===== src/core/tcu8_defs.svh =====
// constants of the 8-bit timer with one compare channel
// assumes inclusion by bare name from the design file
`ifndef TCU8_DEFS_SVH
`define TCU8_DEFS_SVH

// count range limits
`define TCU8_BOTTOM      8'h00
`define TCU8_MAX         8'hFF
// waveform modes
`define TCU8_WGM_NORMAL  2'h0
`define TCU8_WGM_PCPWM   2'h1
`define TCU8_WGM_CTC     2'h2
`define TCU8_WGM_FAST    2'h3
// output actions
`define TCU8_COM_NONE    2'h0
`define TCU8_COM_TOGGLE  2'h1
`define TCU8_COM_CLEAR   2'h2
`define TCU8_COM_SET     2'h3
// clock select value for a stopped timer
`define TCU8_CS_STOP     3'h0
// reset values
`define TCU8_RST_BYTE    8'h00

`endif


===== src/core/tcu8_pkg.sv =====
// types shared by the 8-bit compare timer
// assumes tcu8_defs.svh on the include path
`default_nettype none

package tcu8_pkg;
  // control fields written by software
  typedef struct packed {
    logic [2:0] clockSelect;   // clock_select_field
    logic [1:0] waveMode;      // waveform_mode_field
    logic [1:0] outAction;     // output_action_field
    logic       asyncSelect;   // async_clock_select
    logic       irqEnable;     // compare_irq_enable
    logic       ovfIrqEnable;  // overflow enable in mask reg
  } tcu8_ctrl_t;

  // sticky flags seen by software
  typedef struct packed {
    logic compareMatch;        // compare_match_flag
    logic overflow;            // overflow_flag
  } tcu8_flags_t;

  // counter sequencing states
  typedef enum logic [1:0] {
    TCU8_UP   = 2'b01,
    TCU8_DOWN = 2'b10
  } tcu8_dir_t;
endpackage

`default_nettype wire


===== src/core/tcu8_timer.sv =====
// 8-bit timer/counter with one output compare channel
// assumes a prescaler outside gives tickIo enables on mclk and tickXtal as a crystal level
`timescale 1ns/1ps
`include "tcu8_defs.svh"
`default_nettype none

module tcu8_timer (
  input  wire logic              mclk,
  input  wire logic              reset_n,
  input  wire tcu8_pkg::tcu8_ctrl_t ctrl,
  input  wire logic              tickIo,
  input  wire logic              tickXtal,
  input  wire logic              countWrite,
  input  wire logic [7:0]        countWdata,
  input  wire logic              compareWrite,
  input  wire logic [7:0]        compareWdata,
  input  wire logic              forceCompare,
  input  wire logic [1:0]        flagClearWrite,
  input  wire logic              compareIrqAck,
  input  wire logic              overflowIrqAck,
  output logic [7:0]             timerCountValue,
  output logic [7:0]             compareValueReg,
  output tcu8_pkg::tcu8_flags_t  timerFlags,
  output logic                   compareIrq,
  output logic                   overflowIrq,
  output logic                   compareOutput,
  output logic                   atBottom,
  output logic                   atMax
);

  // ==========================================================
  // state
  // ==========================================================
  logic [7:0] count_reg;            // live counter
  logic [7:0] count_next;           // counter next value
  logic [7:0] ocr_reg;              // live compare value
  logic [7:0] ocrBuf_reg;           // compare buffer
  logic       oc_reg;               // compare output register
  logic       block_reg;            // match blocked for next tick
  logic       cmpFlag_reg;          // compare match flag
  logic       ovfFlag_reg;          // overflow flag
  tcu8_pkg::tcu8_dir_t dir_reg;     // count direction
  logic [2:0] xtalSync_reg;         // crystal tick synchroniser
  logic       xtalEdge_reg;         // last agreed crystal level
  logic       tick;                 // timer tick this cycle
  logic       xtalTick;             // synchronised crystal tick
  logic       match;                // comparator equality
  logic       matchEvent;           // unblocked match on a tick
  logic       isPwm;                // pwm mode active
  logic [7:0] topValue;             // top of count sequence
  logic       atTop;                // counter at top
  logic       ovfEvent;             // overflow condition this tick

  // ==========================================================
  // range indications
  // ==========================================================
  assign atBottom = (count_reg == `TCU8_BOTTOM);
  assign atMax    = (count_reg == `TCU8_MAX);
  assign isPwm    = ctrl.waveMode[0];
  // ctc uses compare value as top, others fixed max
  assign topValue = (ctrl.waveMode == `TCU8_WGM_CTC) ?
                    ocr_reg : `TCU8_MAX;
  assign atTop    = (count_reg == topValue);

  // ==========================================================
  // clock source
  // ==========================================================
  // three stage synchroniser, edge when stages 2 and 3 agree
  always_ff @(posedge mclk) begin
    if (!reset_n) begin
      xtalSync_reg <= 3'h0;
      xtalEdge_reg <= 1'b0;
    end else begin
      xtalSync_reg <= {xtalSync_reg[1:0], tickXtal};
      if (xtalSync_reg[2] == xtalSync_reg[1]) begin
        xtalEdge_reg <= xtalSync_reg[2];
      end
    end
  end
  // rising edge of the agreed crystal level
  assign xtalTick = (xtalSync_reg[2] == xtalSync_reg[1]) &&
                    xtalSync_reg[2] && !xtalEdge_reg;
  // source mux, stopped when select is zero
  assign tick = (ctrl.clockSelect != `TCU8_CS_STOP) &&
                (ctrl.asyncSelect ? xtalTick : tickIo);

  // ==========================================================
  // comparator
  // ==========================================================
  assign match      = (count_reg == ocr_reg);
  assign matchEvent = tick && match && !block_reg;

  // overflow per mode
  always_comb begin
    ovfEvent = 1'b0;
    case (ctrl.waveMode)
      `TCU8_WGM_NORMAL: ovfEvent = tick && atMax;
      `TCU8_WGM_CTC:    ovfEvent = tick && atMax;
      `TCU8_WGM_FAST:   ovfEvent = tick && atMax;
      default:          ovfEvent = tick && atBottom &&
                                   (dir_reg == tcu8_pkg::TCU8_DOWN);
    endcase
  end

  // ==========================================================
  // counter
  // ==========================================================
  always_comb begin
    count_next = count_reg;
    if (countWrite) begin
      count_next = countWdata;
    end else if (tick) begin
      case (ctrl.waveMode)
        `TCU8_WGM_CTC: begin
          // clear on match, else up
          count_next = matchEvent ? `TCU8_BOTTOM :
                       8'(count_reg + 8'h01);
        end
        `TCU8_WGM_PCPWM: begin
          // dual slope, bi-directional count
          if (dir_reg == tcu8_pkg::TCU8_UP) begin
            count_next = 8'(count_reg + 8'h01);
          end else begin
            count_next = 8'(count_reg - 8'h01);
          end
        end
        default: begin
          // normal and fast pwm wrap from max
          count_next = 8'(count_reg + 8'h01);
        end
      endcase
    end
  end

  // counter register
  always_ff @(posedge mclk) begin
    if (!reset_n) begin
      count_reg <= `TCU8_RST_BYTE;
    end else begin
      count_reg <= count_next;
    end
  end

  // direction for the dual slope mode
  always_ff @(posedge mclk) begin
    if (!reset_n) begin
      dir_reg <= tcu8_pkg::TCU8_UP;
    end else if (ctrl.waveMode != `TCU8_WGM_PCPWM) begin
      dir_reg <= tcu8_pkg::TCU8_UP;
    end else if (tick) begin
      if (count_next == `TCU8_MAX) begin
        dir_reg <= tcu8_pkg::TCU8_DOWN;
      end else if (count_next == `TCU8_BOTTOM) begin
        dir_reg <= tcu8_pkg::TCU8_UP;
      end
    end
  end

  // block flag: set by any counter write, cleared by a tick
  always_ff @(posedge mclk) begin
    if (!reset_n) begin
      block_reg <= 1'b0;
    end else if (countWrite) begin
      block_reg <= 1'b1;
    end else if (tick) begin
      block_reg <= 1'b0;
    end
  end

  // ==========================================================
  // compare value and buffer
  // ==========================================================
  always_ff @(posedge mclk) begin
    if (!reset_n) begin
      ocrBuf_reg <= `TCU8_RST_BYTE;
    end else if (compareWrite) begin
      ocrBuf_reg <= compareWdata;
    end
  end

  // live register: direct when unbuffered, loaded at max in both pwm modes
  always_ff @(posedge mclk) begin
    if (!reset_n) begin
      ocr_reg <= `TCU8_RST_BYTE;
    end else if (!isPwm) begin
      if (compareWrite) begin
        ocr_reg <= compareWdata;
      end
    end else if (tick && ((ctrl.waveMode == `TCU8_WGM_FAST &&
                 atMax) || (ctrl.waveMode == `TCU8_WGM_PCPWM &&
                 atMax))) begin
      ocr_reg <= ocrBuf_reg;
    end
  end

  // ==========================================================
  // flags and requests
  // ==========================================================
  // hardware set wins over clear
  always_ff @(posedge mclk) begin
    if (!reset_n) begin
      cmpFlag_reg <= 1'b0;
    end else if (matchEvent) begin
      cmpFlag_reg <= 1'b1;
    end else if (flagClearWrite[1] || compareIrqAck) begin
      cmpFlag_reg <= 1'b0;
    end
  end

  // overflow flag
  always_ff @(posedge mclk) begin
    if (!reset_n) begin
      ovfFlag_reg <= 1'b0;
    end else if (ovfEvent) begin
      ovfFlag_reg <= 1'b1;
    end else if (flagClearWrite[0] || overflowIrqAck) begin
      ovfFlag_reg <= 1'b0;
    end
  end

  assign compareIrq  = cmpFlag_reg && ctrl.irqEnable;
  assign overflowIrq = ovfFlag_reg && ctrl.ovfIrqEnable;

  // ==========================================================
  // waveform generator
  // ==========================================================
  // action field used live, register kept across mode changes
  always_ff @(posedge mclk) begin
    if (!reset_n) begin
      oc_reg <= 1'b0;
    end else if (ctrl.waveMode == `TCU8_WGM_FAST) begin
      if (matchEvent && ctrl.outAction[1]) begin
        oc_reg <= ctrl.outAction[0];
      end else if (tick && atMax && ctrl.outAction[1]) begin
        oc_reg <= !ctrl.outAction[0];
      end
    end else if (ctrl.waveMode == `TCU8_WGM_PCPWM) begin
      if (matchEvent && ctrl.outAction[1]) begin
        oc_reg <= (dir_reg == tcu8_pkg::TCU8_UP) ^
                  !ctrl.outAction[0];
      end
    end else if (matchEvent || forceCompare) begin
      case (ctrl.outAction)
        `TCU8_COM_TOGGLE: oc_reg <= !oc_reg;
        `TCU8_COM_CLEAR:  oc_reg <= 1'b0;
        `TCU8_COM_SET:    oc_reg <= 1'b1;
        default:          oc_reg <= oc_reg;
      endcase
    end
  end

  // ==========================================================
  // outputs
  // ==========================================================
  assign timerCountValue = count_reg;
  assign compareValueReg = isPwm ? ocrBuf_reg : ocr_reg;
  assign timerFlags      = '{compareMatch: cmpFlag_reg,
                             overflow:     ovfFlag_reg};
  assign compareOutput   = oc_reg;

  // ==========================================================
  // checks
  // ==========================================================
  // counter and range
  AST_BOTTOM: assert property (@(posedge mclk) disable iff (!reset_n)
    (tick && atMax && !countWrite && ctrl.waveMode == `TCU8_WGM_NORMAL)
    |=> atBottom)
    else $error("wrap did not reach bottom");
  AST_MAX: assert property (@(posedge mclk) disable iff (!reset_n)
    (tick && atMax && !countWrite && ctrl.waveMode == `TCU8_WGM_NORMAL)
    |=> ovfFlag_reg)
    else $error("max did not raise overflow");
  AST_STOP: assert property (@(posedge mclk) disable iff (!reset_n)
    (ctrl.clockSelect == `TCU8_CS_STOP && !countWrite)
    |=> $stable(count_reg))
    else $error("stopped counter moved");
  AST_WRITE: assert property (@(posedge mclk) disable iff (!reset_n)
    countWrite |=> (count_reg == $past(countWdata)))
    else $error("counter write lost");
  AST_STEP: assert property (@(posedge mclk) disable iff (!reset_n)
    (tick && !countWrite && ctrl.waveMode == `TCU8_WGM_NORMAL)
    |=> (count_reg == 8'($past(count_reg) + 8'h01)))
    else $error("counter did not step by one");
  AST_CTC: assert property (@(posedge mclk) disable iff (!reset_n)
    (ctrl.waveMode == `TCU8_WGM_CTC && matchEvent && !countWrite)
    |=> atBottom)
    else $error("ctc match did not clear counter");
  // match flag and request
  AST_FLAG: assert property (@(posedge mclk) disable iff (!reset_n)
    (tick && match && !block_reg) |=> cmpFlag_reg)
    else $error("match flag not set");
  AST_BLOCK: assert property (@(posedge mclk) disable iff (!reset_n)
    (tick && match && block_reg && !flagClearWrite[1] && !compareIrqAck
     && !cmpFlag_reg) |=> !cmpFlag_reg)
    else $error("blocked match set flag");
  AST_CLR: assert property (@(posedge mclk) disable iff (!reset_n)
    (flagClearWrite[1] && !matchEvent) |=> !cmpFlag_reg)
    else $error("flag not cleared");
  AST_IRQ: assert property (@(posedge mclk) disable iff (!reset_n)
    (compareIrqAck && !matchEvent) |=> !cmpFlag_reg)
    else $error("serviced request not cleared");
  AST_FORCE: assert property (@(posedge mclk) disable iff (!reset_n)
    (forceCompare && !matchEvent && !cmpFlag_reg
     && ctrl.waveMode == `TCU8_WGM_NORMAL) |=> !cmpFlag_reg)
    else $error("force set flag");
  // compare buffer and output register
  AST_HOLD: assert property (@(posedge mclk) disable iff (!reset_n)
    (isPwm && !(tick && atMax)) |=> $stable(ocr_reg))
    else $error("buffered compare changed off top");
  AST_KEEP: assert property (@(posedge mclk) disable iff (!reset_n)
    (!tick && !forceCompare) |=> $stable(oc_reg))
    else $error("output changed without event");
  COV_CTC: cover property (@(posedge mclk)
    ctrl.waveMode == `TCU8_WGM_CTC && matchEvent);
  COV_WRAP: cover property (@(posedge mclk) ovfEvent);
  COV_FORCE: cover property (@(posedge mclk) forceCompare);
  COV_BLOCKED: cover property (@(posedge mclk)
    tick && match && block_reg);
  COV_FAST: cover property (@(posedge mclk)
    ctrl.waveMode == `TCU8_WGM_FAST && matchEvent);

endmodule
`default_nettype wire


===== config.mk =====
export PLATFORM = sky130hd
export DESIGN_NAME = tcu8_timer
export DESIGN_NICKNAME = d
export VERILOG_FILES = /design/src/core/tcu8_pkg.sv /design/src/core/tcu8_timer.sv
export VERILOG_INCLUDE_DIRS = /design/src /design/src/core
export SDC_FILE = /design/constraint.sdc
export NUM_CORES = 1
export LEC_CHECK = 0
export BUFFER_PORTS_ARGS = -buffer_cell sky130_fd_sc_hd__buf_2
export CAP_MARGIN = 10
export CELL_PAD_IN_SITES_DETAIL_PLACEMENT = 1
export CELL_PAD_IN_SITES_GLOBAL_PLACEMENT = 1
export CORE_ASPECT_RATIO = 0.5
export CORE_MARGIN = 4
export CORE_UTILIZATION = 45
export CTS_BUF_LIST = sky130_fd_sc_hd__clkbuf_8
export DETAILED_ROUTE_END_ITERATION = 6
export GPL_ROUTABILITY_DRIVEN = 1
export PLACE_DENSITY_LB_ADDON = 0.1
export SETUP_SLACK_MARGIN = 0.1
export SYNTH_ARGS = -nofsm -noshare
export SYNTH_HDL_FRONTEND = slang
export SYNTH_SLANG_ARGS = --single-unit

===== constraint.sdc =====
create_clock -name mclk -period 7.35 [get_ports mclk]
set_input_delay 1.47 -clock mclk [delete_from_list [all_inputs] [get_ports mclk]]
set_output_delay 1.47 -clock mclk [all_outputs]
set_load 0.02 [all_outputs]

==> flow_summary.toml <==
[floorplan]
io-pin-count = 60
rows = 18
coreArea_um2 = 5090
dieWidth_um = 112
die_h_um = 60.1
die_area_um2 = 6750
initial_core_util_pct = 48.1

[final_layout]
final_nets = 361
num-fill-cells = 635
area_growth_syn_to_layout_pct = 14.2
diodes = 0
drive_above_1_share_pct = 31.8

[clock_tree]
worstSkewPairLatency_ps = 300
cts_buffer_depth = 2
cts.sinks = 34
cts_tree = "yes"
cts.repair.resized = 0
cts_setup_buffers = 0
postCtsHoldBufs = 0
path_clk_slew_ps = 70
root_buffer = "clkbuf_8"
ctsHtreeMaxLevel = 2
cts_buffers = 5

[synth]
syn-num-nets = 315
synth.most_common_cell = "dfxtp_1"
ys_types = 64
postSynthCellCount = 271
syn_area_per_cell_um2 = 9.03
synth_commonest_cells = "dfxtp_1, nand2_1, mux2i_1"
seq_area_frac_synth_pct = 27.8
synth_edf_count = 0
synth_area_leaders = "dfxtp_1, mux2i_1, nor2b_1"
synthArstFlopShare_pct = 0
synthesis.area_um2 = 2450
yosysTopAreaCell = "dfxtp_1"
yosys_warnings = 0
synth_top_area_share_pct = 27.8
synth_seq_cells = 34
synth_ff_type = "dfxtp_1"

[timing]
skew_ps = 4.37
fmax_ghz = 0.241
final_max_slew_viol_count = 0
finalSetupViolations = 0
fin_crit_sh_pct = 56.5
hold_viol = 0
worstMarginPinSlew_ps = 886
slew_headroom_pct = 40.9
finalHoldWorstSlack_ps = 443
rsz0062_at_grt = "no"
fin_crit_ps = 4150
setup_tns_ps = 0

[run_status]
status = "finished clean"

[placed_design]
io_buffers = 59
gp_congestion = 0.838
dpl.hpwl_um = 5120

[critical_path]
cp_max_fo = 20
crit_required_ps = 7540
criticalPathCategory = "input port to flip-flop"
cp_cell_sequence = "buf_2 > inv_1 > ha_1 > nand2b_1 > or2_1 > or4_1 > a32oi_2 > a21oi_2 > nor4_1 > nand4_1 > a21o_1"
startpoint_type = "input port"
cp.arrival_ps = 4350
timing.critical_path.slowest_cell_delay_ps = 460
end_kind = "flip-flop"
slowest_stage = "or4_1"
reg2regPathDepth = 9

[global_route]
grt_pass1_vias = 2285
grt-ovfl-total = 0
grt_max_degree = 34
grt_use_total_pct = 21.4
antenna_found_initial = 0
grt_first_pass_wirelength_um = 11400

[pwr]
vdd_drop_max_mv = 0.0743
p_per_area_nw_per_um2 = 182
leakagePower_nw = 1.29

[detailed_routing]
detail_route.wl_per_cell_um = 17.8
route.antenna.remaining_nets = 0
drtIter0Drc = 92
vias_per_cell = 5.66
wl_um = 6920
vias = 2198
drc = 0
dr.pass1.iters = 4

[worst_hold_path]
min_path_cells = 1
min_path_type = "flip-flop to flip-flop"

[flow_run]
max_cap_viol_count = 0
==> cell type report <==
cell class	count	area, µm²	share of cell area (%)
Tap cell	70	87.6	3.13
Inverter	11	41.3	1.48
Clock buffer	5	68.8	2.46
Clock inverter	3	45.0	1.61
Timing Repair Buffer	60	303	10.8
Multi-Input combinational cell	205	1570	56.1
Sequential cell	34	681	24.4
==> placed cells by master, fill, tap and decap left out, types with 3 or more instances in the layout <==
cell	count
dfxtp_1	34
nor2b_1	15
o21ai_0	8
ha_1	7
a211oi_1	5
buf_2	59
and3_1	3
nand2_1	20
o211a_1	8
nor2_1	12
and2b_2	4
nor3_1	7
mux2_2	8
nor4_1	4
mux2i_1	19
and2_1	8
inv_1	11
a21o_1	3
nand2b_1	3
clkbuf_8	5
nand3_1	4
a21oi_1	16
xnor2_1	7
==> path summary, 6_finish.rpt <==
kind	endpoint	slack, ps	from
setup / recovery	dir_reg[0]	3200	ctrl[5]
hold / removal	xtalSync_reg[1]	440	xtalSync_reg[0]
setup reg to reg	dir_reg[0]	4570	xtalSync_reg[1]
hold reg to reg	xtalSync_reg[1]	440	xtalSync_reg[0]
==> stage by stage <==
| step | total power, W | utilization [%] | setup slack (ps) | std cells | cell area (µm²) |
|---|---|---|---|---|---|
| after CTS | 0.000514 | 54.8 | 3200 | 387 | 2790 |
| after global routing | 0.000536 | 54.9 | 3010 | 388 | 2800 |
| after floorplan | 0.000301 | - | 3240 | 271 | 2450 |
| final | 0.000509 | 54.9 | 3200 | 388 | 2800 |
| after detailed placement | 0.000335 | 52.5 | 2920 | 379 | 2670 |
| after global placement | 0.000330 | 52.5 | 3150 | 379 | 2670 |
==> critical path: cells and delay by family <==
family                     cells  cell delay, ps
and+or+nand+nor                5            1420
buffers and inverters          2             560
AOI/OAI and AO/OA              3             530
adders and majority gates      1             360
==> power breakdown <==
| part | total (W) | internal, W | switching (W) |
|---|---|---|---|
| clock | 0.000177 | 0.000101 | 0.0000764 |
| combinational | 0.000119 | 0.0000527 | 0.0000663 |
| sequential | 0.000213 | 0.000195 | 0.0000184 |
==> metal layers <==
layer	track usage [%]	routed length, µm
met1	27.2	3090
met2	36.5	3260
met4	5.99	85
met3	5.66	486
met5	0	0
==> cells by family (layout without fill, tap and decap cells) <==
kind of cell | after synthesis | after routing | synth area share [%]
xor gates and xnor gates | 10 | 10 | 3.89
muxes | 27 | 27 | 11.5
DFF | 34 | 34 | 27.8
buffers and inverters | 32 | 79 | 8.08
and+or+nand+nor | 100 | 100 | 24.4
adders and majority gates | 7 | 7 | 3.58
AOI/OAI and AO/OA | 61 | 61 | 20.8
(Power assumes the default switching activity.)
